**config.mk**
```make
export PLATFORM = sky130hd
export DESIGN_NAME = tcc_cc_strap_status
export DESIGN_NICKNAME = d
export VERILOG_FILES = /design/src/tcc_pkg.sv /design/src/tcc_strap_if.sv /design/src/tcc_strap_latch.sv /design/src/tcc_cc_strap_status.sv
export SDC_FILE = /design/constraint.sdc
export NUM_CORES = 1
export LEC_CHECK = 0
export BUFFER_PORTS_ARGS = -buffer_cell sky130_fd_sc_hd__buf_4
export CAP_MARGIN = 5
export CORE_UTILIZATION = 40
export DETAILED_ROUTE_END_ITERATION = 10
export GPL_ROUTABILITY_DRIVEN = 0
export PLACE_DENSITY = 0.61
export SETUP_SLACK_MARGIN = 0.3
export SLEW_MARGIN = 10
export SYNTH_ARGS = -nofsm -noshare
export SYNTH_HDL_FRONTEND = slang
export SYNTH_HIERARCHICAL = 1
export SYNTH_SLANG_ARGS = --single-unit
```
**constraint.sdc**
```tcl
create_clock -name clk -period 7 [get_ports clk]
set_input_delay 1.4 -clock clk [delete_from_list [all_inputs] [get_ports clk]]
set_output_delay 1.4 -clock clk [all_outputs]
set_load 0.05 [all_outputs]
```
**src/tcc_pkg.sv**
```systemverilog
// package: constants, levels and decode helpers for the cc strap and status block
package tcc_pkg;
  localparam int CLK_HZ = 25_000_000;
  localparam int STRAP_LATCH_NS = 10000;
  localparam int STRAP_LATCH_CYC = (STRAP_LATCH_NS * (CLK_HZ / 1_000_000) + 999) / 1000;
  localparam int SRC_DEF_UA = 80;
  localparam int SRC_MED_UA = 180;
  localparam int SRC_HIGH_UA = 330;

  localparam logic [7:0] REG_CTRL = 8'h02;
  localparam logic [7:0] REG_STATUS = 8'h03;
  localparam logic [7:0] REG_IRQ = 8'h04;
  localparam logic [7:0] REG_CONDET = 8'h09;
  localparam logic [7:0] REG_VCONN = 8'h0A;
  localparam logic [7:0] CTRL_RST = 8'h00;
  localparam logic [7:0] CONDET_RST = 8'h01;
  localparam int CTRL_OVR_BIT = 0;
  localparam int CTRL_ROLE_LSB = 1;
  localparam int CTRL_RP_LSB = 3;
  localparam int CONDET_DIS_BIT = 0;
  localparam int IRQ_ATTACH = 0;
  localparam int IRQ_DETACH = 1;
  localparam int IRQ_CUR = 2;

  localparam logic [7:0] I2C_ADDR_HI = 8'h7C;
  localparam logic [7:0] I2C_ADDR_LO = 8'h3C;

  localparam logic [1:0] ROLE_SNK = 2'h0;
  localparam logic [1:0] ROLE_SRC = 2'h1;
  localparam logic [1:0] ROLE_DRP = 2'h2;
  localparam logic [1:0] CUR_DEF = 2'h0;
  localparam logic [1:0] CUR_MED = 2'h1;
  localparam logic [1:0] CUR_HIGH = 2'h2;

  typedef enum logic [1:0] {LVL_LOW, LVL_MID, LVL_HIGH} tcc_lvl_t;

  // two comparator outputs to a three-level reading
  function automatic tcc_lvl_t lvl_of(input logic hi, input logic lo);
    if (hi) begin
      return LVL_HIGH;
    end else if (lo) begin
      return LVL_LOW;
    end
    return LVL_MID;
  endfunction

  function automatic logic [1:0] role_of(input tcc_lvl_t lvl);
    unique case (lvl)
      LVL_HIGH: return ROLE_SRC;
      LVL_LOW: return ROLE_SNK;
      LVL_MID: return ROLE_DRP;
      default: return ROLE_DRP;
    endcase
  endfunction
endpackage

```
**src/tcc_strap_if.sv**
```systemverilog
// interface: strap levels handed from the latch to the status logic
`timescale 1ns/1ps
interface tcc_strap_if;
  logic latched;
  tcc_pkg::tcc_lvl_t mode_lvl;
  tcc_pkg::tcc_lvl_t mode_at_latch;
  tcc_pkg::tcc_lvl_t adr_lvl;
  modport prod (output latched, output mode_lvl, output mode_at_latch, output adr_lvl);
  modport cons (input latched, input mode_lvl, input mode_at_latch, input adr_lvl);
endinterface

```
**src/tcc_strap_latch.sv**
```systemverilog
// module: synchronises the tri-level straps and latches them after the latch interval
`timescale 1ns/1ps
module tcc_strap_latch #(
  parameter int LATCH_CYC = tcc_pkg::STRAP_LATCH_CYC
) (
  input wire logic clk,
  input wire logic rst_sync_b,
  input wire logic port_hi,
  input wire logic port_lo,
  input wire logic adr_hi,
  input wire logic adr_lo,
  tcc_strap_if.prod sif
);
  localparam int CW = $clog2(LATCH_CYC + 1);
  localparam logic [CW-1:0] LAST = CW'(LATCH_CYC - 1);

  typedef enum logic {ST_WAIT, ST_DONE} tcc_latch_st_t;

  logic [3:0] meta_r;
  logic [3:0] pin_r;
  logic [CW-1:0] cnt_r;
  tcc_latch_st_t st_r;

  always_ff @(posedge clk or negedge rst_sync_b) begin
    if (!rst_sync_b) begin
      meta_r <= 4'h0;
      pin_r <= 4'h0;
    end else begin
      meta_r <= {port_hi, port_lo, adr_hi, adr_lo};
      pin_r <= meta_r;
    end
  end

  always_ff @(posedge clk or negedge rst_sync_b) begin
    if (!rst_sync_b) begin
      st_r <= ST_WAIT;
      cnt_r <= '0;
      sif.mode_at_latch <= tcc_pkg::LVL_MID;
      sif.adr_lvl <= tcc_pkg::LVL_MID;
    end else begin
      unique case (st_r)
        ST_WAIT: begin
          cnt_r <= cnt_r + CW'(1);
          if (cnt_r == LAST) begin
            st_r <= ST_DONE;
            sif.mode_at_latch <= tcc_pkg::lvl_of(pin_r[3], pin_r[2]);
            sif.adr_lvl <= tcc_pkg::lvl_of(pin_r[1], pin_r[0]);
          end
        end
        ST_DONE: begin
          cnt_r <= cnt_r;
        end
      endcase
    end
  end

  assign sif.latched = (st_r == ST_DONE);
  assign sif.mode_lvl = tcc_pkg::lvl_of(pin_r[3], pin_r[2]);
endmodule

```
**src/tcc_cc_strap_status.sv**
```systemverilog
// module: strap decode, role and current selection, status registers and status pins
`timescale 1ns/1ps
module tcc_cc_strap_status #(
  parameter int LATCH_CYC = tcc_pkg::STRAP_LATCH_CYC
) (
  input wire logic clk,
  input wire logic rst_b,
  input wire logic mode_pin_hi,
  input wire logic mode_pin_lo,
  input wire logic strap_pin_hi,
  input wire logic strap_pin_lo,
  input wire logic cc1_rd,
  input wire logic cc2_rd,
  input wire logic cc1_rp,
  input wire logic cc2_rp,
  input wire logic src_med,
  input wire logic src_high,
  input wire logic cc1_ra,
  input wire logic cc2_ra,
  input wire logic audio_det,
  input wire logic vconn1_det,
  input wire logic vconn2_det,
  input wire logic bus_power_sense,
  input wire logic sda_pin_i,
  input wire logic scl_pin_i,
  input wire logic i2c_sda_low,
  input wire logic reg_wr,
  input wire logic reg_rd,
  input wire logic [7:0] reg_addr,
  input wire logic [7:0] reg_wdata,
  output logic [7:0] reg_rdata,
  output logic i2c_en,
  output logic [7:0] i2c_addr,
  output logic i2c_sda_in,
  output logic i2c_scl_in,
  output logic [1:0] role_sel,
  output logic [1:0] rp_sel,
  output logic connection_indicator_o,
  output logic connection_indicator_oe,
  output logic irq_n_output_o,
  output logic irq_n_output_oe,
  output logic current_code_bit0_o,
  output logic current_code_bit0_oe,
  output logic current_code_bit1_o,
  output logic current_code_bit1_oe,
  output logic otg_role_indicator_o,
  output logic otg_role_indicator_oe
);
  localparam int NS = 14;

  logic rst_meta_b;
  logic rst_sync_b;
  logic [NS-1:0] raw_meta_r;
  logic [NS-1:0] raw_r;
  logic s_rd1, s_rd2, s_rp1, s_rp2, s_med, s_high, s_ra1, s_ra2;
  logic s_audio, s_vc1, s_vc2, s_vbus;
  logic [7:0] ctrl_r;
  logic [7:0] condet_r;
  logic [2:0] irq_r;
  logic attach_r, orient_r, ra_r, audio_r;
  logic [1:0] cur_r;
  logic attach_nxt, orient_nxt;
  logic [1:0] cur_nxt;
  logic [1:0] eff_role;
  logic [2:0] irq_ev;
  logic irq_clr;
  logic standalone;
  logic wr_ok;

  tcc_strap_if sif ();

  tcc_strap_latch #(.LATCH_CYC(LATCH_CYC)) u_strap (
    .clk(clk),
    .rst_sync_b(rst_sync_b),
    .port_hi(mode_pin_hi),
    .port_lo(mode_pin_lo),
    .adr_hi(strap_pin_hi),
    .adr_lo(strap_pin_lo),
    .sif(sif.prod)
  );

  // reset release
  always_ff @(posedge clk or negedge rst_b) begin
    if (!rst_b) begin
      rst_meta_b <= 1'b0;
      rst_sync_b <= 1'b0;
    end else begin
      rst_meta_b <= 1'b1;
      rst_sync_b <= rst_meta_b;
    end
  end

  // analogue flags and i2c pins, two flops
  always_ff @(posedge clk or negedge rst_sync_b) begin
    if (!rst_sync_b) begin
      raw_meta_r <= '0;
      raw_r <= '0;
    end else begin
      raw_meta_r <= {cc1_rd, cc2_rd, cc1_rp, cc2_rp, src_med, src_high, cc1_ra, cc2_ra,
                     audio_det, vconn1_det, vconn2_det, bus_power_sense, sda_pin_i, scl_pin_i};
      raw_r <= raw_meta_r;
    end
  end

  assign {s_rd1, s_rd2, s_rp1, s_rp2, s_med, s_high, s_ra1, s_ra2} = raw_r[13:6];
  assign {s_audio, s_vc1, s_vc2, s_vbus} = raw_r[5:2];
  assign i2c_sda_in = raw_r[1];
  assign i2c_scl_in = raw_r[0];

  // strap decode
  always_ff @(posedge clk or negedge rst_sync_b) begin
    if (!rst_sync_b) begin
      i2c_en <= 1'b0;
      i2c_addr <= 8'h00;
    end else begin
      i2c_en <= sif.latched && (sif.adr_lvl != tcc_pkg::LVL_MID);
      if (sif.adr_lvl == tcc_pkg::LVL_HIGH) begin
        i2c_addr <= tcc_pkg::I2C_ADDR_HI;
      end else begin
        i2c_addr <= tcc_pkg::I2C_ADDR_LO;
      end
    end
  end

  assign standalone = sif.latched && (sif.adr_lvl == tcc_pkg::LVL_MID);
  assign wr_ok = reg_wr && i2c_en;

  // role: live pin when standalone, latched pin or override in i2c mode
  always_comb begin
    if (!i2c_en) begin
      eff_role = tcc_pkg::role_of(sif.mode_lvl);
    end else if (ctrl_r[tcc_pkg::CTRL_OVR_BIT]) begin
      eff_role = ctrl_r[tcc_pkg::CTRL_ROLE_LSB +: 2];
    end else begin
      eff_role = tcc_pkg::role_of(sif.mode_at_latch);
    end
  end

  always_ff @(posedge clk or negedge rst_sync_b) begin
    if (!rst_sync_b) begin
      role_sel <= tcc_pkg::ROLE_DRP;
      rp_sel <= tcc_pkg::CUR_DEF;
    end else begin
      role_sel <= eff_role;
      if (i2c_en) begin
        rp_sel <= ctrl_r[tcc_pkg::CTRL_RP_LSB +: 2];
      end else begin
        rp_sel <= tcc_pkg::CUR_DEF;
      end
    end
  end

  // control registers
  always_ff @(posedge clk or negedge rst_sync_b) begin
    if (!rst_sync_b) begin
      ctrl_r <= tcc_pkg::CTRL_RST;
      condet_r <= tcc_pkg::CONDET_RST;
    end else begin
      if (wr_ok && reg_addr == tcc_pkg::REG_CTRL) begin
        ctrl_r <= reg_wdata;
      end
      if (wr_ok && reg_addr == tcc_pkg::REG_CONDET) begin
        condet_r <= reg_wdata;
      end
    end
  end

  // attach, orientation, termination and current classification
  always_comb begin
    attach_nxt = ((eff_role != tcc_pkg::ROLE_SNK) && (s_rd1 || s_rd2)) ||
                 ((eff_role != tcc_pkg::ROLE_SRC) && (s_rp1 || s_rp2));
    orient_nxt = (s_rd2 || s_rp2) && !(s_rd1 || s_rp1);
    if (!(s_rp1 || s_rp2) || eff_role == tcc_pkg::ROLE_SRC) begin
      cur_nxt = tcc_pkg::CUR_DEF;
    end else if (s_high) begin
      cur_nxt = tcc_pkg::CUR_HIGH;
    end else if (s_med) begin
      cur_nxt = tcc_pkg::CUR_MED;
    end else begin
      cur_nxt = tcc_pkg::CUR_DEF;
    end
  end

  always_ff @(posedge clk or negedge rst_sync_b) begin
    if (!rst_sync_b) begin
      attach_r <= 1'b0;
      orient_r <= 1'b0;
      ra_r <= 1'b0;
      cur_r <= tcc_pkg::CUR_DEF;
      audio_r <= 1'b0;
    end else if (sif.latched) begin
      attach_r <= attach_nxt;
      orient_r <= orient_nxt;
      ra_r <= s_ra1 || s_ra2;
      cur_r <= cur_nxt;
      audio_r <= s_audio;
    end
  end

  // interrupt flags: events set, read of the flag register clears, set wins
  assign irq_ev[tcc_pkg::IRQ_ATTACH] = sif.latched && attach_nxt && !attach_r;
  assign irq_ev[tcc_pkg::IRQ_DETACH] = sif.latched && !attach_nxt && attach_r;
  assign irq_ev[tcc_pkg::IRQ_CUR] = sif.latched && (cur_nxt != cur_r);
  assign irq_clr = reg_rd && i2c_en && (reg_addr == tcc_pkg::REG_IRQ);

  always_ff @(posedge clk or negedge rst_sync_b) begin
    if (!rst_sync_b) begin
      irq_r <= 3'h0;
    end else if (irq_clr) begin
      irq_r <= irq_ev;
    end else begin
      irq_r <= irq_r | irq_ev;
    end
  end

  // register reads
  always_ff @(posedge clk or negedge rst_sync_b) begin
    if (!rst_sync_b) begin
      reg_rdata <= 8'h00;
    end else if (reg_rd) begin
      unique case (reg_addr)
        tcc_pkg::REG_CTRL: reg_rdata <= ctrl_r;
        tcc_pkg::REG_STATUS: reg_rdata <= {s_vbus, eff_role, cur_r, ra_r, orient_r, attach_r};
        tcc_pkg::REG_IRQ: reg_rdata <= {5'h00, irq_r};
        tcc_pkg::REG_CONDET: reg_rdata <= condet_r;
        tcc_pkg::REG_VCONN: reg_rdata <= {6'h00, s_vc2, s_vc1};
        default: reg_rdata <= 8'h00;
      endcase
    end
  end

  // pins
  always_ff @(posedge clk or negedge rst_sync_b) begin
    if (!rst_sync_b) begin
      connection_indicator_oe <= 1'b0;
      connection_indicator_o <= 1'b0;
      irq_n_output_oe <= 1'b0;
      current_code_bit0_oe <= 1'b0;
      current_code_bit1_oe <= 1'b0;
      otg_role_indicator_oe <= 1'b0;
    end else begin
      connection_indicator_oe <= standalone ||
        (sif.latched && i2c_en && !condet_r[tcc_pkg::CONDET_DIS_BIT]);
      connection_indicator_o <= attach_r;
      if (i2c_en) begin
        irq_n_output_oe <= |irq_r;
        current_code_bit0_oe <= i2c_sda_low;
        current_code_bit1_oe <= 1'b0;
      end else begin
        irq_n_output_oe <= standalone && audio_r;
        current_code_bit0_oe <= standalone && (cur_r != tcc_pkg::CUR_DEF);
        current_code_bit1_oe <= standalone && (cur_r == tcc_pkg::CUR_HIGH);
      end
      otg_role_indicator_oe <= sif.latched && (eff_role != tcc_pkg::ROLE_SNK) &&
        (s_rd1 || s_rd2);
    end
  end

  assign irq_n_output_o = 1'b0;
  assign current_code_bit0_o = 1'b0;
  assign current_code_bit1_o = 1'b0;
  assign otg_role_indicator_o = 1'b0;

  // checks
  chk_addr_high: assert property (@(posedge clk) disable iff (!rst_sync_b)
    sif.latched && sif.adr_lvl == tcc_pkg::LVL_HIGH |=> i2c_en && i2c_addr == 8'h7C)
    else $error("strap high did not give address 7C");
  chk_addr_low: assert property (@(posedge clk) disable iff (!rst_sync_b)
    sif.latched && sif.adr_lvl == tcc_pkg::LVL_LOW |=> i2c_en && i2c_addr == 8'h3C)
    else $error("strap low did not give address 3C");
  chk_strap_mid: assert property (@(posedge clk) disable iff (!rst_sync_b)
    sif.adr_lvl == tcc_pkg::LVL_MID |-> !i2c_en)
    else $error("i2c enabled with strap at mid");
  chk_condet_gate: assert property (@(posedge clk) disable iff (!rst_sync_b)
    i2c_en && condet_r[0] && $past(condet_r[0]) |-> !connection_indicator_oe)
    else $error("connection output driven while disabled");
  chk_condet_value: assert property (@(posedge clk) disable iff (!rst_sync_b)
    connection_indicator_oe && connection_indicator_o |-> $past(s_rd1 || s_rd2 || s_rp1 || s_rp2, 2))
    else $error("connection output high without a termination");
  chk_irq_attach: assert property (@(posedge clk) disable iff (!rst_sync_b)
    i2c_en && $rose(attach_r) |=> irq_n_output_oe)
    else $error("attach did not pull interrupt low");
  chk_pins_idle: assert property (@(posedge clk) disable iff (!rst_sync_b)
    !sif.latched && !$past(sif.latched) |-> !irq_n_output_oe && !connection_indicator_oe &&
      !current_code_bit0_oe && !current_code_bit1_oe && !otg_role_indicator_oe)
    else $error("open-drain output active before strap latch");
  chk_rp_standalone: assert property (@(posedge clk) disable iff (!rst_sync_b)
    !i2c_en ##1 !i2c_en |-> rp_sel == tcc_pkg::CUR_DEF)
    else $error("standalone source not at default current");
  chk_cur_code: assert property (@(posedge clk) disable iff (!rst_sync_b)
    standalone && cur_r == tcc_pkg::CUR_HIGH |=> current_code_bit0_oe && current_code_bit1_oe)
    else $error("high current code wrong");
  chk_mode_track: assert property (@(posedge clk) disable iff (!rst_sync_b)
    (!i2c_en && sif.mode_lvl == tcc_pkg::LVL_HIGH) [*2] |-> role_sel == tcc_pkg::ROLE_SRC)
    else $error("standalone role does not follow mode pin");
  chk_role_ind: assert property (@(posedge clk) disable iff (!rst_sync_b)
    otg_role_indicator_oe |-> $past(eff_role) != tcc_pkg::ROLE_SNK)
    else $error("role indicator low while sinking");
  chk_role_pull: assert property (@(posedge clk) disable iff (!rst_sync_b)
    sif.latched && eff_role == tcc_pkg::ROLE_SRC && (s_rd1 || s_rd2) |=> otg_role_indicator_oe)
    else $error("role indicator not pulled with sink attached");
  chk_cur_med: assert property (@(posedge clk) disable iff (!rst_sync_b)
    standalone && cur_r == tcc_pkg::CUR_MED |=> current_code_bit0_oe && !current_code_bit1_oe)
    else $error("medium current code wrong");
  chk_cur_default: assert property (@(posedge clk) disable iff (!rst_sync_b)
    standalone && cur_r == tcc_pkg::CUR_DEF |=> !current_code_bit0_oe && !current_code_bit1_oe)
    else $error("default current code wrong");
  chk_audio_flag: assert property (@(posedge clk) disable iff (!rst_sync_b)
    standalone && audio_r |=> irq_n_output_oe)
    else $error("audio accessory did not pull the flag");
  chk_irq_release: assert property (@(posedge clk) disable iff (!rst_sync_b)
    i2c_en && irq_r == 3'h0 |=> !irq_n_output_oe)
    else $error("interrupt pulled with no flag set");
  chk_condet_on: assert property (@(posedge clk) disable iff (!rst_sync_b)
    i2c_en && !condet_r[tcc_pkg::CONDET_DIS_BIT] |=> connection_indicator_oe)
    else $error("connection output not enabled after clear");
  chk_rp_default: assert property (@(posedge clk) disable iff (!rst_sync_b)
    i2c_en && ctrl_r[tcc_pkg::CTRL_RP_LSB +: 2] == tcc_pkg::CUR_DEF |=> rp_sel == tcc_pkg::CUR_DEF)
    else $error("pull-up not at default current");
endmodule

```
-- Word-level counts from Yosys, hierarchy flattened
Index checks and enable logic that the tools add are counted.
- $mul: 0
- bitwise logic cells: 2
- add/subtract/negate cells: 1
- shifts and indexed selects: 0
- reduce and logical (&&, ||, !) cells: 41
- $lt $le $gt $ge: 0
- div/mod/pow operators: 0
- equality and inequality tests: 15
- multiplexer cells: 32
- operator list (kind ; number):
    8-bit case mux with 5 select lines ; 1
    2-bit two-way mux ; 12
    1-bit logical AND ; 22
    8-bit by 2-bit equality test with 1-bit output (second input constant) ; 2
    8-bit by 4-bit equality test with 1-bit output (second input constant) ; 2
    1-bit two-way mux ; 14
    8-bit by 1-bit adder with 8-bit output (second input constant) ; 1
    2-bit equality test (second input constant) ; 4
    8-bit by 3-bit equality test with 1-bit output (second input constant) ; 1
    8-bit equality test (second input constant) ; 1
    1-bit logical OR ; 8
    8-bit two-way mux ; 1
    2-bit case mux with 2 select lines ; 2
    7-bit two-way mux ; 1
    1-bit logical NOT ; 5
    2-bit by 1-bit equality test with 1-bit output (second input constant) ; 2
    2-bit logical NOT ; 2
    2-bit by 1-bit != test with 1-bit output (second input constant) ; 2
    2-bit nonzero test ; 2
    3-bit two-way mux ; 1
    3-bit OR ; 1
    3-bit OR reduction ; 1
    2-bit != test ; 1
    2-bit AND reduction ; 1
    1-bit inverter ; 1
- memory bits (writable): 0
- ROM bits: 0
- flip-flop bits (word level): 103
- output and inout bits: 33
- word-level logic and storage cells: 120
- latch bits: 0
- bits of input ports: 39
- memories: 0

-- Longest topological paths before layout
- word-level depth: 14
- depth in mapped cells: 6

-- Hierarchy
Netlist, hierarchy kept.
- modules (own cells, without submodules) (module ; area an instance (sq um) ; instances ; cells an instance):
    tcc_cc_strap_status ; 2974.1 ; 1 ; 231
    tcc_strap_latch ; 775.7 ; 1 ; 52

-- Least setup slack after synthesis
OpenSTA, ideal clock, no wires.
- path kind: input to register
- start point: in reg_addr[5]
- end point: reg ctrl_r[0]
- path slack: 4.019 ns
- setup time: 0.125 ns
- stages: 5
- arrival: 2.856 ns
- required time: 6.875 ns
- path through: or4_4 -> nor2_4 -> nand3_4 -> nor3_4 -> mux2_2
- cells in the longest elaborated chain, start to end: 2
- RTL lines (item ; RTL line ; source):
    from (decl) ; tcc_cc_strap_status.sv:29 ; input wire logic [7:0] reg_addr,
    8-bit by 2-bit equality test with 1-bit output ; tcc_cc_strap_status.sv:159 ; if (wr_ok && reg_addr == tcc_pkg::REG_CTRL) begin
    1-bit logical AND ; tcc_cc_strap_status.sv:159 ;
    to (signal assigned) ; tcc_cc_strap_status.sv:156 ; ctrl_r <= tcc_pkg::CTRL_RST;
    to (signal assigned) ; tcc_cc_strap_status.sv:160 ; ctrl_r <= reg_wdata;
    to (decl) ; tcc_cc_strap_status.sv:57 ; logic [7:0] ctrl_r;
No other way between the ends.
A chain may end at the register's enable or synchronous reset.

-- Worst setup path in the final report
- start point: in reg_addr[5]
- end point: reg ctrl_r[4]
The elaborated chain is that of the path after synthesis.

==> results.sh <==
export IMPL_cts_repair_resized=0
export IMPL_placeableCoreArea_um2=8890
export IMPL_via_count_of_the_routed_design=2320
export IMPL_overflow=0
export IMPL_max_slew_margin_rel_pct=43.1
export IMPL_critical_path_class="in -> reg"
export IMPL_tritoncts_num_sinks=97
export IMPL_post_cts_setup_buffers=0
export IMPL_fp_dieH_um=98.8
export IMPL_synth_avg_cell_area_um2=13.3
export IMPL_category_of_the_worst_setup_path_capture_point="flip-flop"
export IMPL_synth_sequential_area_ratio_pct=64.9
export IMPL_ir_worst_vdd_mv=0.129
export IMPL_worst_path_buf_inv=1
export IMPL_holdCritPathClass="reg -> async"
export IMPL_wl_um=7070
export IMPL_final_period_utilization_pct=41.4
export IMPL_cts_reportedPaths_clkPinSlew_ns=0.09
export IMPL_critPathSlowestCell="sky130_fd_sc_hd__or4_4"
export IMPL_worst_margin_slew_ns=0.853
export IMPL_synth_largest_type_area_fraction_pct=62.1
export IMPL_antenna_left=0
export IMPL_ios=72
export IMPL_drt_first_pass_iters=4
export IMPL_post_route_worst_setup_slack_ns=4.10
export IMPL_fmax_mhz=345
export IMPL_run_status="finished clean"
export IMPL_die_area_um2=9770
export IMPL_clock_latency_ns=0.36
export IMPL_crit_path_cell_trace="buf_4 -> or4_4 -> nor2_4 -> nand3_4 -> nor3_4 -> mux2_2"
export IMPL_final_cells=461
export IMPL_fin_tns_setup_ns=0
export IMPL_utilization_pct=50.9
export IMPL_final_fill_count=798
export IMPL_cts_htree_levels=3
export IMPL_worst_path_max_fanout=8
export IMPL_finalSetupViolations=0
export IMPL_routedWlPerCell_um=15.3
export IMPL_cts_path_max_buffers=2
export IMPL_drt_first_iter_violations=134
export IMPL_yosysWarnings=6
export IMPL_floorplan_die_width_um=98.8
export IMPL_dominant_combinational_cell_family_by_area_after_synthesis="simple AND/OR/NAND/NOR gates"
export IMPL_finalWorstPathRequiredPeriod_ns=2.90
export IMPL_final_max_slew_violation_count=0
export IMPL_hold_viol=0
export IMPL_cts_hold_buffers_added=0
export IMPL_muxShareOfSynthArea_pct=8.48
export IMPL_critPathTopFamily="simple AND/OR/NAND/NOR gates"
export IMPL_netlist_instances=283
export IMPL_area_delta_synth_final_pct=20.7
export IMPL_yosys_top_cells_area="sky130_fd_sc_hd__dfrtp_1 62%, sky130_fd_sc_hd__mux2_2 6.6%, sky130_fd_sc_hd__dfstp_2 2.8%"
export IMPL_worst_clock_skew_ns=0.00901
export IMPL_max_cap_violations=0
export IMPL_multi_input_comb_area_um2=1180
export IMPL_dpl_instance_area_um2=4280
export IMPL_initial_utilization_pct=42.2
export IMPL_grt_start_max_net_pins=71
export IMPL_fin_worst_hold_slack_ns=0.234
export IMPL_place_detailed_instances=445
export IMPL_i_o_buffers=64
export IMPL_antenna_found_initial=0
export IMPL_critical_path_arrival_ns=3.15
export IMPL_number_of_global_route_vias_before_repair=2258
export IMPL_synth_compound_gate_area_share_pct=8.54
export IMPL_cellPowerDensity_nw_per_um2=238
export IMPL_startpoint_class="input pin"
export IMPL_synth_async_sr_flop_share_pct=100
export IMPL_critical_path_max_stage_delay_ns=0.55
export IMPL_cts_root_buf="sky130_fd_sc_hd__clkbuf_8"
export IMPL_tritoncts_num_buffers=9
export IMPL_layout_drive_gt1_share_pct=32.9
export IMPL_fin_area_um2=4520
export IMPL_synth_xor_xnor_area_share_pct=1.63
export IMPL_post_layout_total_power_mw=1.08
export IMPL_antennaDiodeCount=0
export IMPL_avgViaCountPerCell=5.03
export IMPL_detailedPlace_worstSlack_ns=3.73
export IMPL_cts_tree="yes"
export IMPL_hpwl_um=4960
export IMPL_rsz0062_at_grt="no"
export IMPL_synth_edff_count=0
export IMPL_synthSimpleGateAreaFrac_pct=11.3
export IMPL_synthFlopType="sky130_fd_sc_hd__dfrtp_1"
export IMPL_yosys_cell_types_count=52
export IMPL_layout_nets=389
export IMPL_grt_pass1_wl_um=11500
export IMPL_globalRouteTotalUtil_pct=15.6
export IMPL_placementRows=34
export IMPL_leakagePower_nw=2.11
export IMPL_mappedNetlistArea_um2=3750
export IMPL_synth_largest_area_cell="sky130_fd_sc_hd__dfrtp_1"
export IMPL_synth_adder_area_share_pct=0.667
export IMPL_yosys_register_bits=97
export IMPL_drt_drc_violations_left=0
export IMPL_critical_path_required_ns=7.25
export IMPL_seq_area_um2=2440
==> Yosys cell counts, types with 4 or more instances <==
cell,count
sky130_fd_sc_hd__a21oi_1,8
sky130_fd_sc_hd__a32o_1,4
sky130_fd_sc_hd__buf_4,12
sky130_fd_sc_hd__clkbuf_1,5
sky130_fd_sc_hd__dfrtp_1,93
sky130_fd_sc_hd__dfstp_2,4
sky130_fd_sc_hd__inv_1,11
sky130_fd_sc_hd__mux2_2,22
sky130_fd_sc_hd__mux2i_1,7
sky130_fd_sc_hd__nand2_1,13
sky130_fd_sc_hd__nand2b_1,4
sky130_fd_sc_hd__nand3_1,4
sky130_fd_sc_hd__nor2_1,19
sky130_fd_sc_hd__o21ai_0,12
sky130_fd_sc_hd__o2bb2ai_1,6
sky130_fd_sc_hd__xnor2_1,5
==> kinds of logic after synthesis <==
group | after synthesis
mux | 29
simple gates | 70
flops | 97
other cells | 2
compound gates | 47
fa+ha+maj | 2
xor+xnor | 7
buf+inv | 29
==> where the power goes <==
part	internal, mW	leakage [nW]	switching, mW	total, mW
Clock	0.238	0.124	0.192	0.430
Sequential	0.572	1.22	0.00712	0.580
Combinational	0.0230	0.769	0.0437	0.0668
Total	0.833	2.11	0.243	1.08
==> worst paths after layout <==
kind	startpoint	slack [ns]	cells past startpoint	end
min in group clk	raw_meta_r[7]	0.35	0	raw_r[7]
max in group asynchronous	rst_sync_b	5.59	1	u_strap/cnt_r[3]
min reg2reg	rst_sync_b	0.23	0	raw_meta_r[6]
max reg2reg	i2c_en	4.89	5	irq_r[0]
max	reg_addr[5]	4.10	6	ctrl_r[4]
min	rst_sync_b	0.23	0	raw_meta_r[6]
==> placed cells by master, fill, tap and decap left out, drive strengths merged, types with 4 or more instances in the layout <==
master   instances
o21ai           12
conb             9
a21oi            8
mux2            22
inv             12
xnor2            5
nor2            21
mux2i            7
dfrtp           93
dfstp            4
a32o             4
buf             65
o2bb2ai          6
nand2           13
nand2b           4
clkbuf           9
nand3            5
nand4            4
==> routing by layer <==
metal | track usage (%) | wire length [um] | vias to the layer above
li1 | - | - | 1107
met1 | 21.8 | 3350 | 1144
met2 | 23.3 | 3310 | 59
met3 | 4.33 | 319 | 10
met4 | 5.74 | 87 | 0
met5 | 0 | 0 | -
==> state kept, by name, indices dropped and copies added (netlist names), 2 cells and up <==
| register | flops |
|---|---|
| condet_r | 8 |
| ctrl_r | 8 |
| cur_r | 2 |
| i2c_addr | 2 |
| irq_r | 3 |
| raw_meta_r | 14 |
| raw_r | 14 |
| reg_rdata | 8 |
| role_sel | 2 |
| rp_sel | 2 |
| u_strap/cnt_r | 8 |
| u_strap/meta_r | 4 |
| u_strap/pin_r | 4 |
| u_strap/sif.adr_lvl | 2 |
| u_strap/sif.mode_at_latch | 2 |
==> final cells by class <==
cell class / count / area share (%)
sequential: 97 / 53.8
multi-input combinational: 164 / 26.1
tap: 108 / 2.99
clock inverter: 7 / 2.60
timing repair buffer: 65 / 10.8
clock buffer: 9 / 2.74
inverter: 11 / 0.913
No activity file was read; power rests on OpenSTA's default activity.
